==> config.mk <==
export PLATFORM = sky130hd
export DESIGN_NAME = mcu_instruction_decoder
export DESIGN_NICKNAME = d
export VERILOG_FILES = /design/src/rtl/mcu_dec_pkg.sv /design/src/rtl/mcu_instruction_decoder.sv
export SDC_FILE = /design/constraint.sdc
export NUM_CORES = 1
export LEC_CHECK = 0
export BUFFER_PORTS_ARGS = -buffer_cell sky130_fd_sc_hd__buf_2
export CORE_ASPECT_RATIO = 2
export CORE_UTILIZATION = 40
export DETAILED_ROUTE_END_ITERATION = 12
export GPL_ROUTABILITY_DRIVEN = 0
export PLACE_DENSITY = 0.62
export SYNTH_ARGS = -nofsm -noshare
export SYNTH_HDL_FRONTEND = slang
export SYNTH_SLANG_ARGS = --single-unit
==> constraint.sdc <==
create_clock -name clk -period 8.3 [get_ports clk]
set_input_delay 2.49 -clock clk [delete_from_list [all_inputs] [get_ports clk]]
set_output_delay 2.49 -clock clk [all_outputs]
set_load 0.05 [all_outputs]
==> src/rtl/mcu_dec_pkg.sv <==
// package: constants and types shared by the instruction decoder
// assumes a single clock domain; no module of its own
package mcu_dec_pkg;
  // --------------------------------------------------------------
  // timing
  // --------------------------------------------------------------
  localparam int CLK_HZ = 20_000_000; // main clock rate
  localparam int CLKS_PER_CYCLE = 2; // main clocks per instruction cycle
  // --------------------------------------------------------------
  // opcode fields and vectors
  // --------------------------------------------------------------
  localparam int REG_LSB = 0; // register designator, 6 bits
  localparam int REG_MSB = 5;
  localparam int BIT_LSB = 6; // bit designator, 3 bits
  localparam int BIT_MSB = 8;
  localparam int BANK_LSB = 6; // bank bits of indirect select register
  localparam int BANK_MSB = 7;
  localparam logic [10:0] VEC_RESET = 11'h000;
  localparam logic [10:0] VEC_IRQ = 11'h008;
  localparam logic [10:0] VEC_SWI = 11'h001;
  // --------------------------------------------------------------
  // fixed opcode words
  // --------------------------------------------------------------
  localparam logic [12:0] OP_SLEEP = 13'h0003;
  localparam logic [12:0] OP_WDOG_CLR = 13'h0004;
  localparam logic [12:0] OP_INT_EN = 13'h0010;
  localparam logic [12:0] OP_INT_DIS = 13'h0011;
  localparam logic [12:0] OP_RET = 13'h0012;
  localparam logic [12:0] OP_RET_INT = 13'h0013;
  localparam logic [12:0] OP_TABLE = 13'h0020;
  localparam logic [12:0] OP_CLRA = 13'h0080;
  localparam logic [12:0] OP_INT = 13'h1E01;
  // --------------------------------------------------------------
  // reset values
  // --------------------------------------------------------------
  localparam logic [7:0] ACC_RST = 8'h00;
  localparam logic [4:0] PAGE_RST = 5'h00;
  localparam logic GIE_RST = 1'b0;
  localparam logic TO_RST = 1'b1;
  localparam logic PD_RST = 1'b1;
  // --------------------------------------------------------------
  // types
  // --------------------------------------------------------------
  typedef struct packed {
    logic z; // zero
    logic c; // carry
    logic digit_carry_flag; // carry out of the low nibble
  } flags_t;
  typedef struct packed {
    logic we; // one-cycle write strobe
    logic [7:0] addr; // {bank, designator}
    logic [7:0] data;
  } reg_wr_t;
  typedef enum logic [1:0] {
    PH_FETCH = 2'b00,
    PH_EXEC = 2'b01,
    PH_SLEEP = 2'b11
  } phase_t;
endpackage

==> src/rtl/mcu_instruction_decoder.sv <==
// instruction decode and execute control of an 8-bit core
// assumes opcode and reg_rdata come from same-clock logic; reg_rdata
// answers reg_raddr combinationally; irq_req is a synchronous level
`timescale 1ns/1ps
module mcu_instruction_decoder #(
  parameter int PC_W = 11, // program counter width
  parameter int STACK_D = 8, // return stack depth
  parameter int SP_W = 3 // stack pointer width
) (
  input wire logic clk,
  input wire logic rstn,
  input wire logic ce,
  input wire logic [12:0] opcode,
  input wire logic [7:0] reg_rdata,
  input wire logic [7:0] ind_sel_reg,
  input wire logic irq_req,
  output logic [PC_W-1:0] pc,
  output logic [7:0] reg_raddr,
  output mcu_dec_pkg::reg_wr_t reg_wr,
  output logic [7:0] acc,
  output mcu_dec_pkg::flags_t flags,
  output logic gie,
  output logic to_flag,
  output logic pd_flag,
  output logic wdt_clear,
  output logic osc_stop
);
  // --------------------------------------------------------------
  // state
  // --------------------------------------------------------------
  mcu_dec_pkg::phase_t ph_ff, nxt_ph; // instruction cycle phase
  logic [PC_W-1:0] pc_ff, nxt_pc; // address of fetched word
  logic [7:0] a_ff, nxt_a; // accumulator
  mcu_dec_pkg::flags_t fl_ff, nxt_fl; // status flags
  logic gie_ff, nxt_gie; // global interrupt enable
  logic [4:0] page_ff, nxt_page; // page bits
  logic stall_ff, nxt_stall; // idle cycle after pc reload
  logic flush_ff, nxt_flush; // discard skipped word
  logic [SP_W-1:0] sp_ff, nxt_sp; // stack pointer
  logic [PC_W-1:0] stk_ff [STACK_D]; // return stack
  logic [7:0] raddr_ff, nxt_raddr; // read address
  mcu_dec_pkg::reg_wr_t wr_ff, nxt_wr; // write strobe
  logic to_ff, nxt_to, pd_ff, nxt_pd, wdc_ff, nxt_wdc;
  logic push; // stack write this edge
  logic [PC_W-1:0] push_val;
  logic exec_go; // an instruction executes now

  // add with carry in, returns {c, nibble carry, sum}
  function automatic logic [9:0] addc(input logic [7:0] x, input logic [7:0] y,
                                      input logic ci);
    logic [8:0] s;
    logic [4:0] n;
    s = {1'b0, x} + {1'b0, y} + {8'h00, ci};
    n = {1'b0, x[3:0]} + {1'b0, y[3:0]} + {4'h0, ci};
    return {s[8], n[4], s[7:0]};
  endfunction

  // --------------------------------------------------------------
  // next-state logic
  // --------------------------------------------------------------
  always_comb begin
    logic [7:0] r, res;
    logic [9:0] sum;
    logic [PC_W-1:0] pc1, tgt, top;
    logic wr_a, wr_r, upd_z, upd_cdc, skip, stall;
    r = reg_rdata;
    res = 8'h00;
    sum = addc(a_ff, 8'h00, 1'b0);
    pc1 = pc_ff + {{(PC_W-1){1'b0}}, 1'b1};
    tgt = {page_ff[PC_W-11:0], opcode[9:0]};
    top = stk_ff[sp_ff - {{(SP_W-1){1'b0}}, 1'b1}];
    wr_a = 1'b0;
    wr_r = 1'b0;
    upd_z = 1'b0;
    upd_cdc = 1'b0;
    skip = 1'b0;
    stall = 1'b0;
    nxt_ph = ph_ff;
    nxt_pc = pc_ff;
    nxt_a = a_ff;
    nxt_fl = fl_ff;
    nxt_gie = gie_ff;
    nxt_page = page_ff;
    nxt_stall = stall_ff;
    nxt_flush = flush_ff;
    nxt_sp = sp_ff;
    nxt_raddr = raddr_ff;
    nxt_wr = '0;
    nxt_to = to_ff;
    nxt_pd = pd_ff;
    nxt_wdc = 1'b0;
    push = 1'b0;
    push_val = pc1;
    exec_go = 1'b0;
    if (ce) begin
      unique case (ph_ff)
        // first clock: latch bank-qualified register address
        mcu_dec_pkg::PH_FETCH: begin
          nxt_raddr = {ind_sel_reg[mcu_dec_pkg::BANK_MSB:mcu_dec_pkg::BANK_LSB],
                       opcode[mcu_dec_pkg::REG_MSB:mcu_dec_pkg::REG_LSB]};
          nxt_ph = mcu_dec_pkg::PH_EXEC;
        end
        // second clock: execute
        mcu_dec_pkg::PH_EXEC: begin
          nxt_ph = mcu_dec_pkg::PH_FETCH;
          if (stall_ff) begin
            nxt_stall = 1'b0; // second cycle of a reload, pc held
          end else if (flush_ff) begin
            nxt_flush = 1'b0; // skipped word discarded
            nxt_pc = pc1;
          end else if (irq_req && gie_ff) begin
            push = 1'b1; // current word is re-fetched on return
            push_val = pc_ff;
            nxt_sp = sp_ff + {{(SP_W-1){1'b0}}, 1'b1};
            nxt_pc = mcu_dec_pkg::VEC_IRQ[PC_W-1:0];
            nxt_gie = 1'b0;
            nxt_stall = 1'b1;
          end else begin
            exec_go = 1'b1;
            nxt_pc = pc1;
            priority casez (opcode)
              mcu_dec_pkg::OP_SLEEP: begin
                nxt_wdc = 1'b1;
                nxt_to = 1'b1;
                nxt_pd = 1'b0;
                nxt_ph = mcu_dec_pkg::PH_SLEEP;
              end
              mcu_dec_pkg::OP_WDOG_CLR: begin
                nxt_wdc = 1'b1;
                nxt_to = 1'b1;
                nxt_pd = 1'b1;
              end
              mcu_dec_pkg::OP_INT_EN: nxt_gie = 1'b1;
              mcu_dec_pkg::OP_INT_DIS: nxt_gie = 1'b0;
              mcu_dec_pkg::OP_RET, mcu_dec_pkg::OP_RET_INT: begin
                nxt_pc = top;
                nxt_sp = sp_ff - {{(SP_W-1){1'b0}}, 1'b1};
                stall = 1'b1;
                if (opcode[0]) nxt_gie = 1'b1;
              end
              mcu_dec_pkg::OP_TABLE: begin
                sum = addc(pc1[7:0], a_ff, 1'b0);
                res = sum[7:0];
                nxt_pc = {pc1[PC_W-1:8], sum[7:0]};
                upd_z = 1'b1;
                upd_cdc = 1'b1;
                stall = 1'b1;
              end
              mcu_dec_pkg::OP_CLRA: begin
                wr_a = 1'b1;
                upd_z = 1'b1;
              end
              mcu_dec_pkg::OP_INT: begin
                push = 1'b1;
                nxt_sp = sp_ff + {{(SP_W-1){1'b0}}, 1'b1};
                nxt_pc = mcu_dec_pkg::VEC_SWI[PC_W-1:0];
              end
              13'b0_0000_01??_????: begin
                res = a_ff; // move A to register
                wr_r = 1'b1;
              end
              13'b0_0000_11??_????: begin
                wr_r = 1'b1; // clear register
                upd_z = 1'b1;
              end
              13'b0_0???_????_????: begin
                wr_a = ~opcode[6];
                wr_r = opcode[6];
                upd_z = 1'b1;
                unique case (opcode[10:7])
                  4'h2: begin
                    sum = addc(r, ~a_ff, 1'b1); // R - A
                    res = sum[7:0];
                    upd_cdc = 1'b1;
                  end
                  4'h3: res = r - 8'h01;
                  4'h4: res = a_ff | r;
                  4'h5: res = a_ff & r;
                  4'h6: res = a_ff ^ r;
                  4'h7: begin
                    sum = addc(a_ff, r, 1'b0);
                    res = sum[7:0];
                    upd_cdc = 1'b1;
                  end
                  4'h8: res = r;
                  4'h9: res = ~r;
                  4'hA: res = r + 8'h01;
                  4'hB, 4'hF: begin
                    res = opcode[10:7] == 4'hB ? r - 8'h01 : r + 8'h01;
                    skip = res == 8'h00;
                    upd_z = 1'b0;
                  end
                  4'hC, 4'hD: begin
                    res = opcode[7] ? {r[6:0], fl_ff.c} : {fl_ff.c, r[7:1]};
                    nxt_fl.c = opcode[7] ? r[7] : r[0];
                    upd_z = 1'b0;
                  end
                  4'hE: begin
                    res = {r[3:0], r[7:4]};
                    upd_z = 1'b0;
                  end
                  default: begin
                    wr_a = 1'b0; // unsupported group-zero codes
                    wr_r = 1'b0;
                    upd_z = 1'b0;
                  end
                endcase
              end
              13'b0_1???_????_????: begin
                res = r;
                res[opcode[mcu_dec_pkg::BIT_MSB:mcu_dec_pkg::BIT_LSB]] = opcode[9];
                wr_r = ~opcode[10];
                skip = opcode[10] &&
                       (r[opcode[mcu_dec_pkg::BIT_MSB:mcu_dec_pkg::BIT_LSB]] == opcode[9]);
              end
              13'b1_00??_????_????, 13'b1_01??_????_????: begin
                push = ~opcode[10];
                if (!opcode[10]) nxt_sp = sp_ff + {{(SP_W-1){1'b0}}, 1'b1};
                nxt_pc = tgt;
                stall = 1'b1;
              end
              13'b1_1000_????_????: begin
                res = opcode[7:0];
                wr_a = 1'b1;
              end
              13'b1_1001_????_????, 13'b1_1010_????_????, 13'b1_1011_????_????: begin
                res = opcode[9:8] == 2'b01 ? a_ff | opcode[7:0] :
                      opcode[9:8] == 2'b10 ? a_ff & opcode[7:0] : a_ff ^ opcode[7:0];
                wr_a = 1'b1;
                upd_z = 1'b1;
              end
              13'b1_1100_????_????: begin
                res = opcode[7:0];
                wr_a = 1'b1;
                nxt_pc = top;
                nxt_sp = sp_ff - {{(SP_W-1){1'b0}}, 1'b1};
                stall = 1'b1;
              end
              13'b1_1101_????_????, 13'b1_1111_????_????: begin
                sum = opcode[9] ? addc(opcode[7:0], a_ff, 1'b0) :
                      addc(opcode[7:0], ~a_ff, 1'b1);
                res = sum[7:0];
                wr_a = 1'b1;
                upd_z = 1'b1;
                upd_cdc = 1'b1;
              end
              13'b1_1110_100?_????: nxt_page = opcode[4:0];
              default: ; // undefined encodings do nothing
            endcase
            if (wr_a) nxt_a = res;
            if (wr_r) nxt_wr = '{we: 1'b1, addr: raddr_ff, data: res};
            if (upd_z) nxt_fl.z = res == 8'h00;
            if (upd_cdc) begin
              nxt_fl.c = sum[9];
              nxt_fl.digit_carry_flag = sum[8];
            end
            nxt_flush = skip;
            nxt_stall = stall;
          end
        end
        mcu_dec_pkg::PH_SLEEP: ; // oscillator stopped until reset
        default: nxt_ph = mcu_dec_pkg::PH_FETCH;
      endcase
    end
  end

  // --------------------------------------------------------------
  // registers
  // --------------------------------------------------------------
  always_ff @(posedge clk or negedge rstn) begin
    if (!rstn) begin
      ph_ff <= mcu_dec_pkg::PH_FETCH;
      pc_ff <= mcu_dec_pkg::VEC_RESET[PC_W-1:0];
      a_ff <= mcu_dec_pkg::ACC_RST;
      fl_ff <= '0;
      gie_ff <= mcu_dec_pkg::GIE_RST;
      page_ff <= mcu_dec_pkg::PAGE_RST;
      stall_ff <= 1'b0;
      flush_ff <= 1'b0;
      sp_ff <= '0;
      raddr_ff <= 8'h00;
      wr_ff <= '0;
      to_ff <= mcu_dec_pkg::TO_RST;
      pd_ff <= mcu_dec_pkg::PD_RST;
      wdc_ff <= 1'b0;
    end else begin
      ph_ff <= nxt_ph;
      pc_ff <= nxt_pc;
      a_ff <= nxt_a;
      fl_ff <= nxt_fl;
      gie_ff <= nxt_gie;
      page_ff <= nxt_page;
      stall_ff <= nxt_stall;
      flush_ff <= nxt_flush;
      sp_ff <= nxt_sp;
      raddr_ff <= nxt_raddr;
      wr_ff <= nxt_wr;
      to_ff <= nxt_to;
      pd_ff <= nxt_pd;
      wdc_ff <= nxt_wdc;
    end
  end

  // return stack storage, no reset needed
  always_ff @(posedge clk) begin
    if (push) stk_ff[sp_ff] <= push_val;
  end

  // outputs straight from flops, except osc_stop, decoded from the phase flops
  assign pc = pc_ff;
  assign reg_raddr = raddr_ff;
  assign reg_wr = wr_ff;
  assign acc = a_ff;
  assign flags = fl_ff;
  assign gie = gie_ff;
  assign to_flag = to_ff;
  assign pd_flag = pd_ff;
  assign wdt_clear = wdc_ff;
  assign osc_stop = ph_ff == mcu_dec_pkg::PH_SLEEP;

  logic skip_bit; // expected outcome of a bit test
  assign skip_bit = reg_rdata[opcode[8:6]] == opcode[9];
endmodule // mcu_instruction_decoder

=== After elaboration in Yosys (flattened, before gate mapping) ===
Memory sizes are Yosys's and may differ from the RTL's.
Cells that the tools add are included.

* Add/sub/neg operators: 19
* Order comparisons: 2
* Equality and inequality tests: 45
* Mux-type cells: 111
* Bitwise operators: 15
* Reduce and logical (&&, ||, !) cells: 51

{| class="wikitable"
|+ Operator list
! operator !! number
|-
| $mux 17 || 6
|-
| $pmux 8 s12 || 1
|-
| $mux 11 || 7
|-
| $mux 8 || 9
|-
| $pmux 10 s2 || 3
|-
| $mux 1 || 54
|-
| $eq 13x5->1 const B || 4
|-
| $add 8x8->9 || 5
|-
| $pmux 11 s4 || 1
|-
| $pmux 8 s5 || 1
|-
| $eq 5x5->1 const B || 7
|-
| $eq 4x4->1 const B || 8
|-
| $reduce_and 6->1 || 5
|-
| $reduce_or 10->1 || 3
|-
| $reduce_or 9->1 || 3
|-
| $add 4x4->5 || 5
|-
| $pmux 1 s2 || 12
|-
| $pmux 8 s3 || 1
|-
| $reduce_or 8->1 || 3
|-
| $pmux 11 s2 || 1
|-
| $add 9x1->9 const B || 2
|-
| $reduce_or 2->1 || 9
|-
| $and 8x8->8 || 2
|-
| $eq 4x3->1 const B || 4
|-
| 53 further kinds || 87
|}

* Bits in registers: 58
* RAM bits: 88
* Output and inout port bits: 52
* Memories: 1

{| class="wikitable"
|+ Memories
! name !! depth !! width !! rd ports !! clocked after Yosys merged registers in !! write ports !! RTL line !! source
|-
| stk_ff || 8 || 11 || 1 || 0 || 1 || mcu_instruction_decoder.sv:40 || <nowiki>logic [PC_W-1:0] stk_ff [STACK_D];</nowiki>
|}

=== Longest topological paths before layout ===
Gate-level depths: netlist (run 1).

* Word-level depth: 18
* Mapped depth: 14
* Depth with buffers taken out: 12

=== Worst setup path before layout (run 1) ===
Ideal clock, no wire load.

* Kind: input to register
* Start: in reg_rdata[3]
* End: reg fl_ff (netlist bit flags[2])
* Setup time: 0.067 ns
* Data arrival time: 4.981 ns
* Data required time: 8.233 ns
* Setup slack: 3.252 ns
* Cell stages on the path: 10
* Buffers on the path: 2
* Cells stage by stage: clkbuf_1 -> clkbuf_1 -> inv_1 -> ha_1 -> or4_1 -> a311oi_1 -> a31o_2 -> a31oi_1 -> a211oi_1 -> a41o_1

* Word-level cells in the longest chain between the ends: 11
* Elaborated cells on any way between the ends: 21
* Classes of those cells: add/sub (5); mux (11); bitwise (4); reduce/logical (1)

{| class="wikitable"
|+ Ends and longest elaborated chain
! item !! RTL line !! source
|-
| start, declared || mcu_instruction_decoder.sv:14 || <nowiki>input wire logic [7:0] reg_rdata,</nowiki>
|-
| $add 8x8->9 (tied with other cells) || mcu_instruction_decoder.sv:53 || <nowiki>s = {1'b0, x} + {1'b0, y} + {8'h00, ci};</nowiki>
|-
| $add 9x1->9 or $mux 8 (tied branches) || mcu_instruction_decoder.sv:53, mcu_instruction_decoder.sv:189 ||
|-
| $pmux 8 s12 || mcu_instruction_decoder.sv:170 || <nowiki>unique case (opcode[10:7])</nowiki>
|-
| $pmux 8 s5 (*) || mcu_instruction_decoder.sv:121 || <nowiki>priority casez (opcode)</nowiki>
|-
| $pmux 8 s3 (*) || mcu_instruction_decoder.sv:121 ||
|-
| $mux 8 (*) || mcu_instruction_decoder.sv:111 || <nowiki>end else if (irq_req && gie_ff) begin</nowiki>
|-
| $mux 8 (*) || mcu_instruction_decoder.sv:108 || <nowiki>end else if (flush_ff) begin</nowiki>
|-
| $mux 8 (*) || mcu_instruction_decoder.sv:106 || <nowiki>if (stall_ff) begin</nowiki>
|-
| $mux 8 (*) || mcu_instruction_decoder.sv:96 || <nowiki>unique case (ph_ff)</nowiki>
|-
| $mux 8 (*) || mcu_instruction_decoder.sv:95 || <nowiki>if (ce) begin</nowiki>
|-
| $logic_not 8->1 (*) || mcu_instruction_decoder.sv:252 || <nowiki>if (upd_z) nxt_fl.z = res == 8'h00;</nowiki>
|-
| end signal, assigned || mcu_instruction_decoder.sv:290 || <nowiki>fl_ff <= nxt_fl;</nowiki>
|-
| end, declared || mcu_instruction_decoder.sv:34 || <nowiki>mcu_dec_pkg::flags_t fl_ff, nxt_fl;</nowiki>
|}

Mark *: on every way between the ends. The rest lies on a longest branch, timed or not. The select of a mux whose other input is x is not followed.
A chain may end at the register's enable or synchronous reset.

=== Final worst setup path (run 1) ===
* Start: in reg_rdata[0]
* End: reg fl_ff (netlist bit flags[2])

The elaborated chain is that of the path after synthesis.

==> metrics.yaml, run 1 <==
path_clk_slew_ns: 0.07
crit_chain: "buf_2 > inv_1 > ha_1 > nor3b_1 > mux2i_1 > xnor2_1 > nor2_1 > o31ai_1 > nand3_1 > and4b_1 > a41o_1"
worstSetupPathType: "input pin to flip-flop"
slowest_delay_ns: 0.83
cts.sinks: 146
die_width_um: 119
period_needed_ns: 5.66
overflow: 0
grt_max_degree: 59
whs_ns: 0.488
ys_warn_count: 0
arrival_ns: 6.04
cp_top_family: "simple AND/OR/NAND/NOR gates"
synth_seq_cells: 146
yosysTopAreaCell: "edfxtp_1"
synth_ff_type: "edfxtp_1"
pre_cts_slack_ns: 2.43
cts_buffer_depth: 2
first_pass_iters: 5
drv_slew: 0
via_per_inst: 6.25
tns_ns: 0
routed_wl_um: 38800
crit_fanout: 12
chipHeight_um: 235
fmax_ghz: 0.177
ios: 85
setup_slack_ns: 2.64
multiInputGateArea_mm2: 0.00621
avgSynthCellArea_um2: 9.69
vias: 9507
cts-root-buf: "clkbuf_16"
cpMaxStageDelayCell: "nor3b_1"
post_cts_buffers: 0
synthTopCellsByCount: "nand2_1 (92), nor2_1 (89), edfxtp_1 (88), a21oi_1 (73), ha_1 (61)"
worst_slew_pin_slew_ns: 1.21
setup_viol: 0
netlist_area_mm2: 0.0109
syn_inst: 1122
min_period_over_period_pct: 68.2
layout-drive-gt1-share_pct: 16.8
drv_cap: 0
skew_ns: 0.0141
cp_data_required_time_ns: 8.68
antenna_found_initial: 0
dp_hpwl_um: 28900
port_buffers: 77
synthArstFlopShare_pct: 39.7
hold_violations: 0
drt-initial-drc-count: 741
post_cts_resized: 0
powerDensity_mw_per_mm2: 306
cts-htree-levels: 4
die-area_mm2: 0.0279
numPlacedInstances: 1489
seq_area_mm2: 0.00410
rows: 85
grt_use_total_pct: 28.3
synthTopCellsByArea: "edfxtp_1 (24%), dfrtp_1 (13%), ha_1 (7.0%), mux4_2 (4.8%), a21oi_1 (3.4%)"
grt_setup_unrepaired: "no"
syn_nets: 1221
yosysMostFrequentCell: "nand2_1"
n_antenna_cell: 0
crit_buf_inv: 2
fin_total_pwr_mw: 3.69
fin_area_mm2: 0.0121
synth-edff-count: 88
area_growth_pct: 10.9
ant_nets: 0
post_synth_num_cell_types: 94
drc: 0
yosysTopAreaCellShare_pct: 24.3
ir_drop_uv: 273
layout.nets: 1259
critPathCaptureType: "flip-flop"
clock_latency_ns: 0.44
yosysSeqAreaShare_pct: 37.7
placed_cell_area_mm2: 0.0115
grt_pass1_vias: 9663
fillers: 2698
numCtsBuffers: 17
slew_headroom_pct: 18.7
coreArea_mm2: 0.0268
wl_per_cell_um: 25.5
status: "completed"
layout.cells.non_filler: 1521
grt_pass1_wl_um: 57900
cts_tree: "done"
hp-class: "flip-flop to flip-flop"
initial_core_util_pct: 40.6
cts_hold_buffers: 0
p_leak_nw: 4.84
fin_util_pct: 45.0
critPathLaunchType: "input pin"
-- flip-flops by register name (all words and copies together), names as in the netlist --
signal,cells
acc,8
sp_ff,3
flags,3
ph_ff,2
reg_raddr,8
flush_ff,1
stk_ff,88
pc,11
pd_flag,1
stall_ff,1
page_ff,1
wdt_clear,1
reg_wr,17
gie,1
-- where the power goes --
part	switching (mW)	internal (mW)	total, mW
combinational	1.18	0.653	1.83
sequential	0.149	0.928	1.08
clock	0.324	0.452	0.776
-- kinds of logic (layout without fill, tap and decap cells) --
family / Yosys count / count (layout) / share of synthesized area (%)
AOI/OAI and AO/OA: 295 / 295 / 17.9
xor gates and xnor gates: 46 / 46 / 3.71
adders and majority gates: 66 / 66 / 7.94
buffers and inverters: 127 / 178 / 5.58
DFF: 146 / 146 / 37.7
muxes: 71 / 71 / 9.36
other: 1 / 1 / 0.0345
and+or+nand+nor: 370 / 370 / 17.8
-- worst paths after layout --
path,endpoint,cells after the start,start,slack [ns]
max in group asynchronous,sp_ff[0],2,rstn,5.56
worst min-delay path,pd_flag,2,pd_flag,0.49
worst max register to register,flags[2],10,acc[1],4.48
min in group asynchronous,reg_wr[2],2,rstn,2.21
worst max-delay path,flags[2],11,reg_rdata[0],2.64
worst min register to register,pd_flag,2,pd_flag,0.49
-- cell type report --
class,count,share of cell area [%]
Inverter,48,1.49
Sequential cell,146,34.0
Clock inverter,12,0.996
Tap cell,348,3.61
Timing Repair Buffer,98,4.50
Clock buffer,20,3.96
Multi-Input combinational cell,849,51.5
-- worst min-delay path: stages (launching register included) --
cell and delay (ns):
dfstp_2 0.38, o21ai_0 0.06, nand2_1 0.05
-- layout by cell type (no fill, tap or decap), types with 14 or more instances in the layout --
| cell type | n |
|---|---|
| nor2_1 | 89 |
| mux2i_1 | 33 |
| clkbuf_16 | 18 |
| mux4_2 | 23 |
| nand2_1 | 92 |
| o21ai_0 | 59 |
| nor2b_1 | 16 |
| a21oi_1 | 73 |
| nand3_1 | 32 |
| mux2_2 | 14 |
| a31oi_1 | 16 |
| a211oi_1 | 16 |
| buf_4 | 21 |
| dfrtp_1 | 57 |
| ha_1 | 61 |
| inv_1 | 48 |
| nor3_1 | 33 |
| edfxtp_1 | 88 |
| and3_1 | 20 |
| buf_2 | 77 |
| o22ai_1 | 16 |
| xnor2_1 | 31 |
| xor2_1 | 15 |
-- metal layers --
layer  share of wire, %  up-vias  global-route usage, %  routed length (um)
met3                5.1      196                   4.41                1970
met4                9.8        0                   26.7                3810
met2                 54      456                   52.5               21000
met1                 31     4596                   25.7               12000
li1                   -     4259                      -                   -
met5                  0        -                      0                   0
Power figures use the tool's default switching activity.
==> run 2: changes to the inputs <==
==> constraint.sdc (replaced) <==
create_clock -name clk -period 5.5 [get_ports clk]
set_input_delay 1.65 -clock clk [delete_from_list [all_inputs] [get_ports clk]]
set_output_delay 1.65 -clock clk [all_outputs]
set_load 0.05 [all_outputs]
==> run 2 against run 1 <==
- die area did not move
- worst setup slack lost 1.6 ns
- flip-flop and latch count is the same
- first-iteration DRC count decreased by 7.0%
- combinational power is 52% higher
==> metrics.yaml, run 2 (synthesized netlist as in run 1, its figures left out) <==
n_antenna_cell: 0  # unchanged
powerDensity_mw_per_mm2: 460  # was 306 mW/mm2
worst_slew_pin_slew_ns: 1.16  # was 1.21 ns
cpMaxStageDelayCell: "a211oi_1"  # was nor3b_1
period_needed_ns: 4.42
post_cts_resized: 0  # unchanged
cts-root-buf: "clkbuf_16"  # unchanged
cts_hold_buffers: 0  # unchanged
antenna_found_initial: 1  # was 0
critPathLaunchType: "input pin"  # unchanged
final_common_cell: "nand2_1"  # unchanged
fmax_ghz: 0.226
path_clk_slew_ns: 0.06  # was 0.07 ns
critPathCaptureType: "flip-flop"  # unchanged
cts.sinks: 146  # unchanged
drv_slew: 0  # unchanged
fin_total_pwr_mw: 5.62  # was 3.69 mW
cp_top_family: "compound AO/OA/AOI/OAI gates"  # was simple AND/OR/NAND/NOR gates
die_width_um: 119  # unchanged
tns_ns: 0  # unchanged
multiInputGateArea_mm2: 0.00619  # was 0.00621 mm2
fillers: 2611  # was 2698
via_per_inst: 6.30  # was 6.25
wl_per_cell_um: 25.7  # was 25.5 um
min_period_over_period_pct: 80.3
grt_use_total_pct: 28.9  # was 28.3%
fin_area_mm2: 0.0122  # was 0.0121 mm2
hp-class: "flip-flop to flip-flop"  # unchanged
cp_data_required_time_ns: 5.79  # was 8.68 ns
die-area_mm2: 0.0279  # unchanged
post_cts_buffers: 0  # unchanged
hold_violations: 0  # unchanged
cts_buffer_depth: 2  # unchanged
skew_ns: 0.0122  # was 0.0141 ns
pre_cts_slack_ns: 0.775  # was 2.43 ns
grt_pass1_vias: 9906  # was 9663
slowest_delay_ns: 0.62  # was 0.83 ns
p_leak_nw: 4.93  # was 4.84 nW
status: "completed"  # unchanged
initial_core_util_pct: 40.6  # unchanged
coreArea_mm2: 0.0268  # unchanged
dp_hpwl_um: 29400  # was 28900 um
layout.nets: 1276  # was 1259
setup_slack_ns: 1.08  # was 2.64 ns
grt_max_degree: 59  # unchanged
arrival_ns: 4.71  # was 6.04 ns
ios: 85  # unchanged
setup_viol: 0  # unchanged
port_buffers: 77  # unchanged
vias: 9691  # was 9507
chipHeight_um: 235  # unchanged
grt_setup_unrepaired: "no"  # unchanged
worstSetupPathType: "input pin to flip-flop"  # unchanged
rows: 85  # unchanged
grt_pass1_wl_um: 59000  # was 57900 um
layout-drive-gt1-share_pct: 17.8  # was 16.8%
layout_common_cells: "nand2_1 (92), nor2_1 (89), edfxtp_1 (88)"  # unchanged
crit_fanout: 22  # was 12
area_growth_pct: 12.2  # was 10.9%
clock_latency_ns: 0.44  # about the same
crit_chain: "buf_2 > inv_1 > ha_1 > and3_1 > a22oi_1 > a21oi_1 > a311oi_1 > a31o_2 > a31oi_1 > a211oi_1 > o21ai_0"  # was buf_2 > inv_1 > ha_1 > nor3b_1 > mux2i_1 > xnor2_1 > nor2_1 > o31ai_1 > nand3_1 > and4b_1 > a41o_1
seq_area_mm2: 0.00410  # unchanged
drv_cap: 0  # unchanged
numCtsBuffers: 17  # unchanged
largest_reg_flops: 88  # unchanged
cts_tree: "done"  # unchanged
ir_drop_uv: 358  # was 273 uV
placed_cell_area_mm2: 0.0116  # was 0.0115 mm2
drc: 0  # unchanged
slew_headroom_pct: 22.8  # was 18.7%
crit_buf_inv: 2  # unchanged
drt-initial-drc-count: 689  # was 741
first_pass_iters: 6  # was 5
routed_wl_um: 39500  # was 38800 um
overflow: 0  # unchanged
cts-htree-levels: 4  # unchanged
regMostFlops: "stk_ff"  # unchanged
ant_nets: 0  # unchanged
run 2: cell count changes in the layout (fill, tap and decap cells not counted):
cell | before | now
buf_4 | 21 | 38
clkbuf_4 | 0 | 2
inv_6 | 4 | 2
a2111oi_1 | 0 | 1
a2111oi_2 | 3 | 2
clkbuf_16 | 18 | 19
clkbuf_8 | 2 | 3
clkinv_4 | 3 | 2
clkinvlp_4 | 1 | 0
nor4bb_1 | 2 | 3
nor4bb_2 | 2 | 1
run 2: where the power goes:
group	switching [mW]	leakage [nW]	internal, mW
Clock	0.467	0.310	0.728
Sequential	0.225	1.54	1.40
Combinational	1.80	3.09	0.998
Total	2.49	4.93	3.13
run 2: area by class of cell:
cell class	instances	area share, %
Multi-Input combinational cell	849	50.8
Sequential cell	146	33.6
Timing Repair Buffer	115	5.50
Clock buffer	24	4.36
Tap cell	348	3.57
Inverter	48	1.48
Clock inverter	8	0.708
run 2: per-stage QoR:
step | hold WS [ns] | utilization (%) | cells
final | 0.488 | 45.5 | 1538
after global routing | 0.521 | 45.5 | 1538
after CTS | 0.490 | 45.5 | 1538
after detailed placement | 0.479 | 43.2 | 1506
after global placement | 0.471 | 43.2 | 1506
after floorplan | 0.481 | - | 1122
run 2: worst paths after layout:
kind,from,endpoint,slack [ns],cells past startpoint
worst min-delay path,pd_flag,pd_flag,0.49,2
worst max register to register,acc[1],acc[5],1.82,9
max in group asynchronous,rstn,stall_ff,3.57,2
worst max-delay path,reg_rdata[2],acc[5],1.08,11
worst min register to register,pd_flag,pd_flag,0.49,2
min in group asynchronous,rstn,acc[3],1.37,2
run 2: routing by layer:
| metal | vias to the layer above | share of wire (%) | track usage (%) |
|---|---|---|---|
| li1 | 4291 | - | - |
| met2 | 507 | 53 | 52.7 |
| met5 | - | 0 | 0 |
| met4 | 0 | 10 | 26.5 |
| met3 | 224 | 5.0 | 5.01 |
| met1 | 4669 | 32 | 26.9 |
run 2: worst min-delay path, cell delays in order (launching register included):
cell	delay, ns
dfstp_2	0.37
o21ai_0	0.06
nand2_1	0.06
==> run 3: changes to the inputs <==
==> constraint.sdc (replaced) <==
create_clock -name clk -period 4.2 [get_ports clk]
set_input_delay 1.26 -clock clk [delete_from_list [all_inputs] [get_ports clk]]
set_output_delay 1.26 -clock clk [all_outputs]
set_load 0.05 [all_outputs]
==> run 3 against run 2 <==
- clock skew down 0.00081 ns
- first-iteration DRC count down 1.9%
- highest routed layer unchanged
- wire length up 3.3%
- via count up 0.10%
- final area up 2.4%
- count of clock-buffer cells in the layout down 7
- power up 30%
==> metrics.yaml, run 3 (synthesized netlist as in run 1, its figures left out) <==
final_common_cell: "nand2_1"  # unchanged
first_pass_iters: 5  # was 6
die-area_mm2: 0.0279  # unchanged
hp-class: "flip-flop to flip-flop"  # unchanged
drv_slew: 0  # unchanged
rows: 85  # unchanged
ant_nets: 0  # unchanged
fin_total_pwr_mw: 7.32  # was 5.62 mW
cts_hold_buffers: 0  # unchanged
clock_latency_ns: 0.43  # was 0.44 ns
worst_slew_pin_slew_ns: 0.892  # was 1.16 ns
drc: 0  # unchanged
grt_setup_unrepaired: "no"  # unchanged
setup_slack_ns: 0.416  # was 1.08 ns
grt_use_total_pct: 30.0  # was 28.9%
ios: 85  # unchanged
cpMaxStageDelayCell: "a2111oi_0"  # was a211oi_1
critPathCaptureType: "flip-flop"  # unchanged
port_buffers: 77  # unchanged
coreArea_mm2: 0.0268  # unchanged
via_per_inst: 6.14  # was 6.30
drv_cap: 0  # unchanged
area_growth_pct: 14.9  # was 12.2%
initial_core_util_pct: 40.6  # unchanged
numPlacedInstances: 1549  # was 1506
reg2regPathDepth: 11  # was 9
pre_cts_slack_ns: 0.115  # was 0.775 ns
overflow: 0  # unchanged
tns_ns: 0  # unchanged
worstSetupPathType: "input pin to flip-flop"  # unchanged
skew_ns: 0.0113  # was 0.0122 ns
numCtsBuffers: 17  # unchanged
p_leak_nw: 5.11  # was 4.93 nW
grt_max_degree: 34  # was 59
timing.rr.start: "acc[0]"  # was acc[1]
min_period_over_period_pct: 90.1
cts-root-buf: "clkbuf_16"  # unchanged
cp_data_required_time_ns: 4.57  # was 5.79 ns
period_needed_ns: 3.78
cts-htree-levels: 4  # unchanged
fin_util_pct: 46.6  # was 45.5%
powerDensity_mw_per_mm2: 586  # was 460 mW/mm2
n_antenna_cell: 0  # unchanged
crit_end: "flags[2]"  # was acc[5]
regMostFlops: "stk_ff"  # unchanged
layout-drive-gt1-share_pct: 20.6  # was 17.8%
startpoint: "opcode[0]"  # was reg_rdata[2]
cts.sinks: 146  # unchanged
path_clk_slew_ns: 0.06  # about the same
crit_chain: "buf_2 > ha_1 > fa_1 > a21o_1 > a21o_1 > a22oi_1 > xnor2_1 > a2111oi_0 > buf_4 > nand3_1 > and4b_1 > a41o_1"  # was buf_2 > inv_1 > ha_1 > and3_1 > a22oi_1 > a21oi_1 > a311oi_1 > a31o_2 > a31oi_1 > a211oi_1 > o21ai_0
hold_violations: 0  # unchanged
antenna_found_initial: 0  # was 1
critPathLaunchType: "input pin"  # unchanged
crit_top_cell: "a21o_1"
post_cts_resized: 0  # unchanged
wl_per_cell_um: 25.8  # was 25.7 um
cts_buffer_depth: 2  # unchanged
setup_viol: 0  # unchanged
slew_headroom_pct: 39.9  # was 22.8%
ir_drop_uv: 561  # was 358 uV
routed_wl_um: 40800  # was 39500 um
r2r_slack_ns: 0.62  # was 1.82 ns
slowest_delay_ns: 0.52  # was 0.62 ns
drt-initial-drc-count: 676  # was 689
grt_pass1_wl_um: 61400  # was 59000 um
arrival_ns: 4.15  # was 4.71 ns
status: "completed"  # unchanged
post_cts_buffers: 0  # unchanged
largest_reg_flops: 88  # unchanged
layout_common_cells: "nand2_1 (92), nor2_1 (89), edfxtp_1 (88)"  # unchanged
die_width_um: 119  # unchanged
crit_fanout: 3  # was 22
dp_hpwl_um: 30900  # was 29400 um
grt_pass1_vias: 10211  # was 9906
r2r_end: "flags[2]"  # was acc[5]
layout.cells.non_filler: 1581  # was 1538
fmax_ghz: 0.264
chipHeight_um: 235  # unchanged
cts_tree: "done"  # unchanged
layout.nets: 1319  # was 1276
vias: 9701  # was 9691
[run 3: changes by cell type in the layout (fill, tap and decap cells not counted), moves of 2 or more]
cell       before  now
clkbuf_16      19   17
buf_4          38   79
clkbuf_8        3    0
inv_8           1    5
clkinv_2        2    0
clkbuf_4        2    0
buf_12          0    2
inv_6           2    5
[run 3: worst min-delay path by stage]
stage                from         end  slack [ns]  depth (start not counted)
2_1_floorplan  page_ff[0]  page_ff[0]        0.48                          1
3_3_place_gp      pd_flag     pd_flag        0.48                          2
3_5_place_dp      pd_flag     pd_flag        0.48                          2
4_1_cts           pd_flag     pd_flag        0.49                          2
5_1_grt           pd_flag     pd_flag        0.52                          2
6_report          pd_flag     pd_flag        0.49                          2
[run 3: metrics by stage]
step | area (um2) | hold WS (ns)
5_1_grt | 12500 | 0.522
4_1_cts | 12500 | 0.492
2_1_floorplan | 10900 | 0.481
3_3_place_gp | 11900 | 0.477
6_report | 12500 | 0.489
3_5_place_dp | 11900 | 0.484
[run 3: per-layer routing]
layer / track usage (%) / vias to the layer above / part of all wire, %
met5: 0 / - / 0
li1: - / 4384 / -
met3: 5.38 / 222 / 4.7
met2: 54.8 / 435 / 53
met4: 29.8 / 0 / 11
met1: 26.8 / 4660 / 31
[run 3: cell type report]
| type | count | area, um2 |
|---|---|---|
| clock inverter | 15 | 138 |
| tap | 348 | 435 |
| multi-input combinational | 849 | 6190 |
| timing repair buffer | 158 | 1020 |
| inverter | 48 | 180 |
| sequential | 146 | 4100 |
| fill | 2621 | 14300 |
| clock buffer | 17 | 425 |
[run 3: critical path: cells and delay by family]
| kind | cells | cell delay (ns) |
|---|---|---|
| AOI/OAI and AO/OA | 5 | 1.44 |
| xor gates and xnor gates | 1 | 0.09 |
| adders and majority gates | 2 | 0.65 |
| buffers and inverters | 2 | 0.33 |
| and+or+nand+nor | 2 | 0.38 |
[run 3: report_power, final]
part | switching (mW) | internal (mW) | total [mW] | leakage [nW]
sequential | 0.281 | 1.83 | 2.11 | 1.54
clock | 0.673 | 0.784 | 1.46 | 0.276
combinational | 2.38 | 1.37 | 3.75 | 3.30
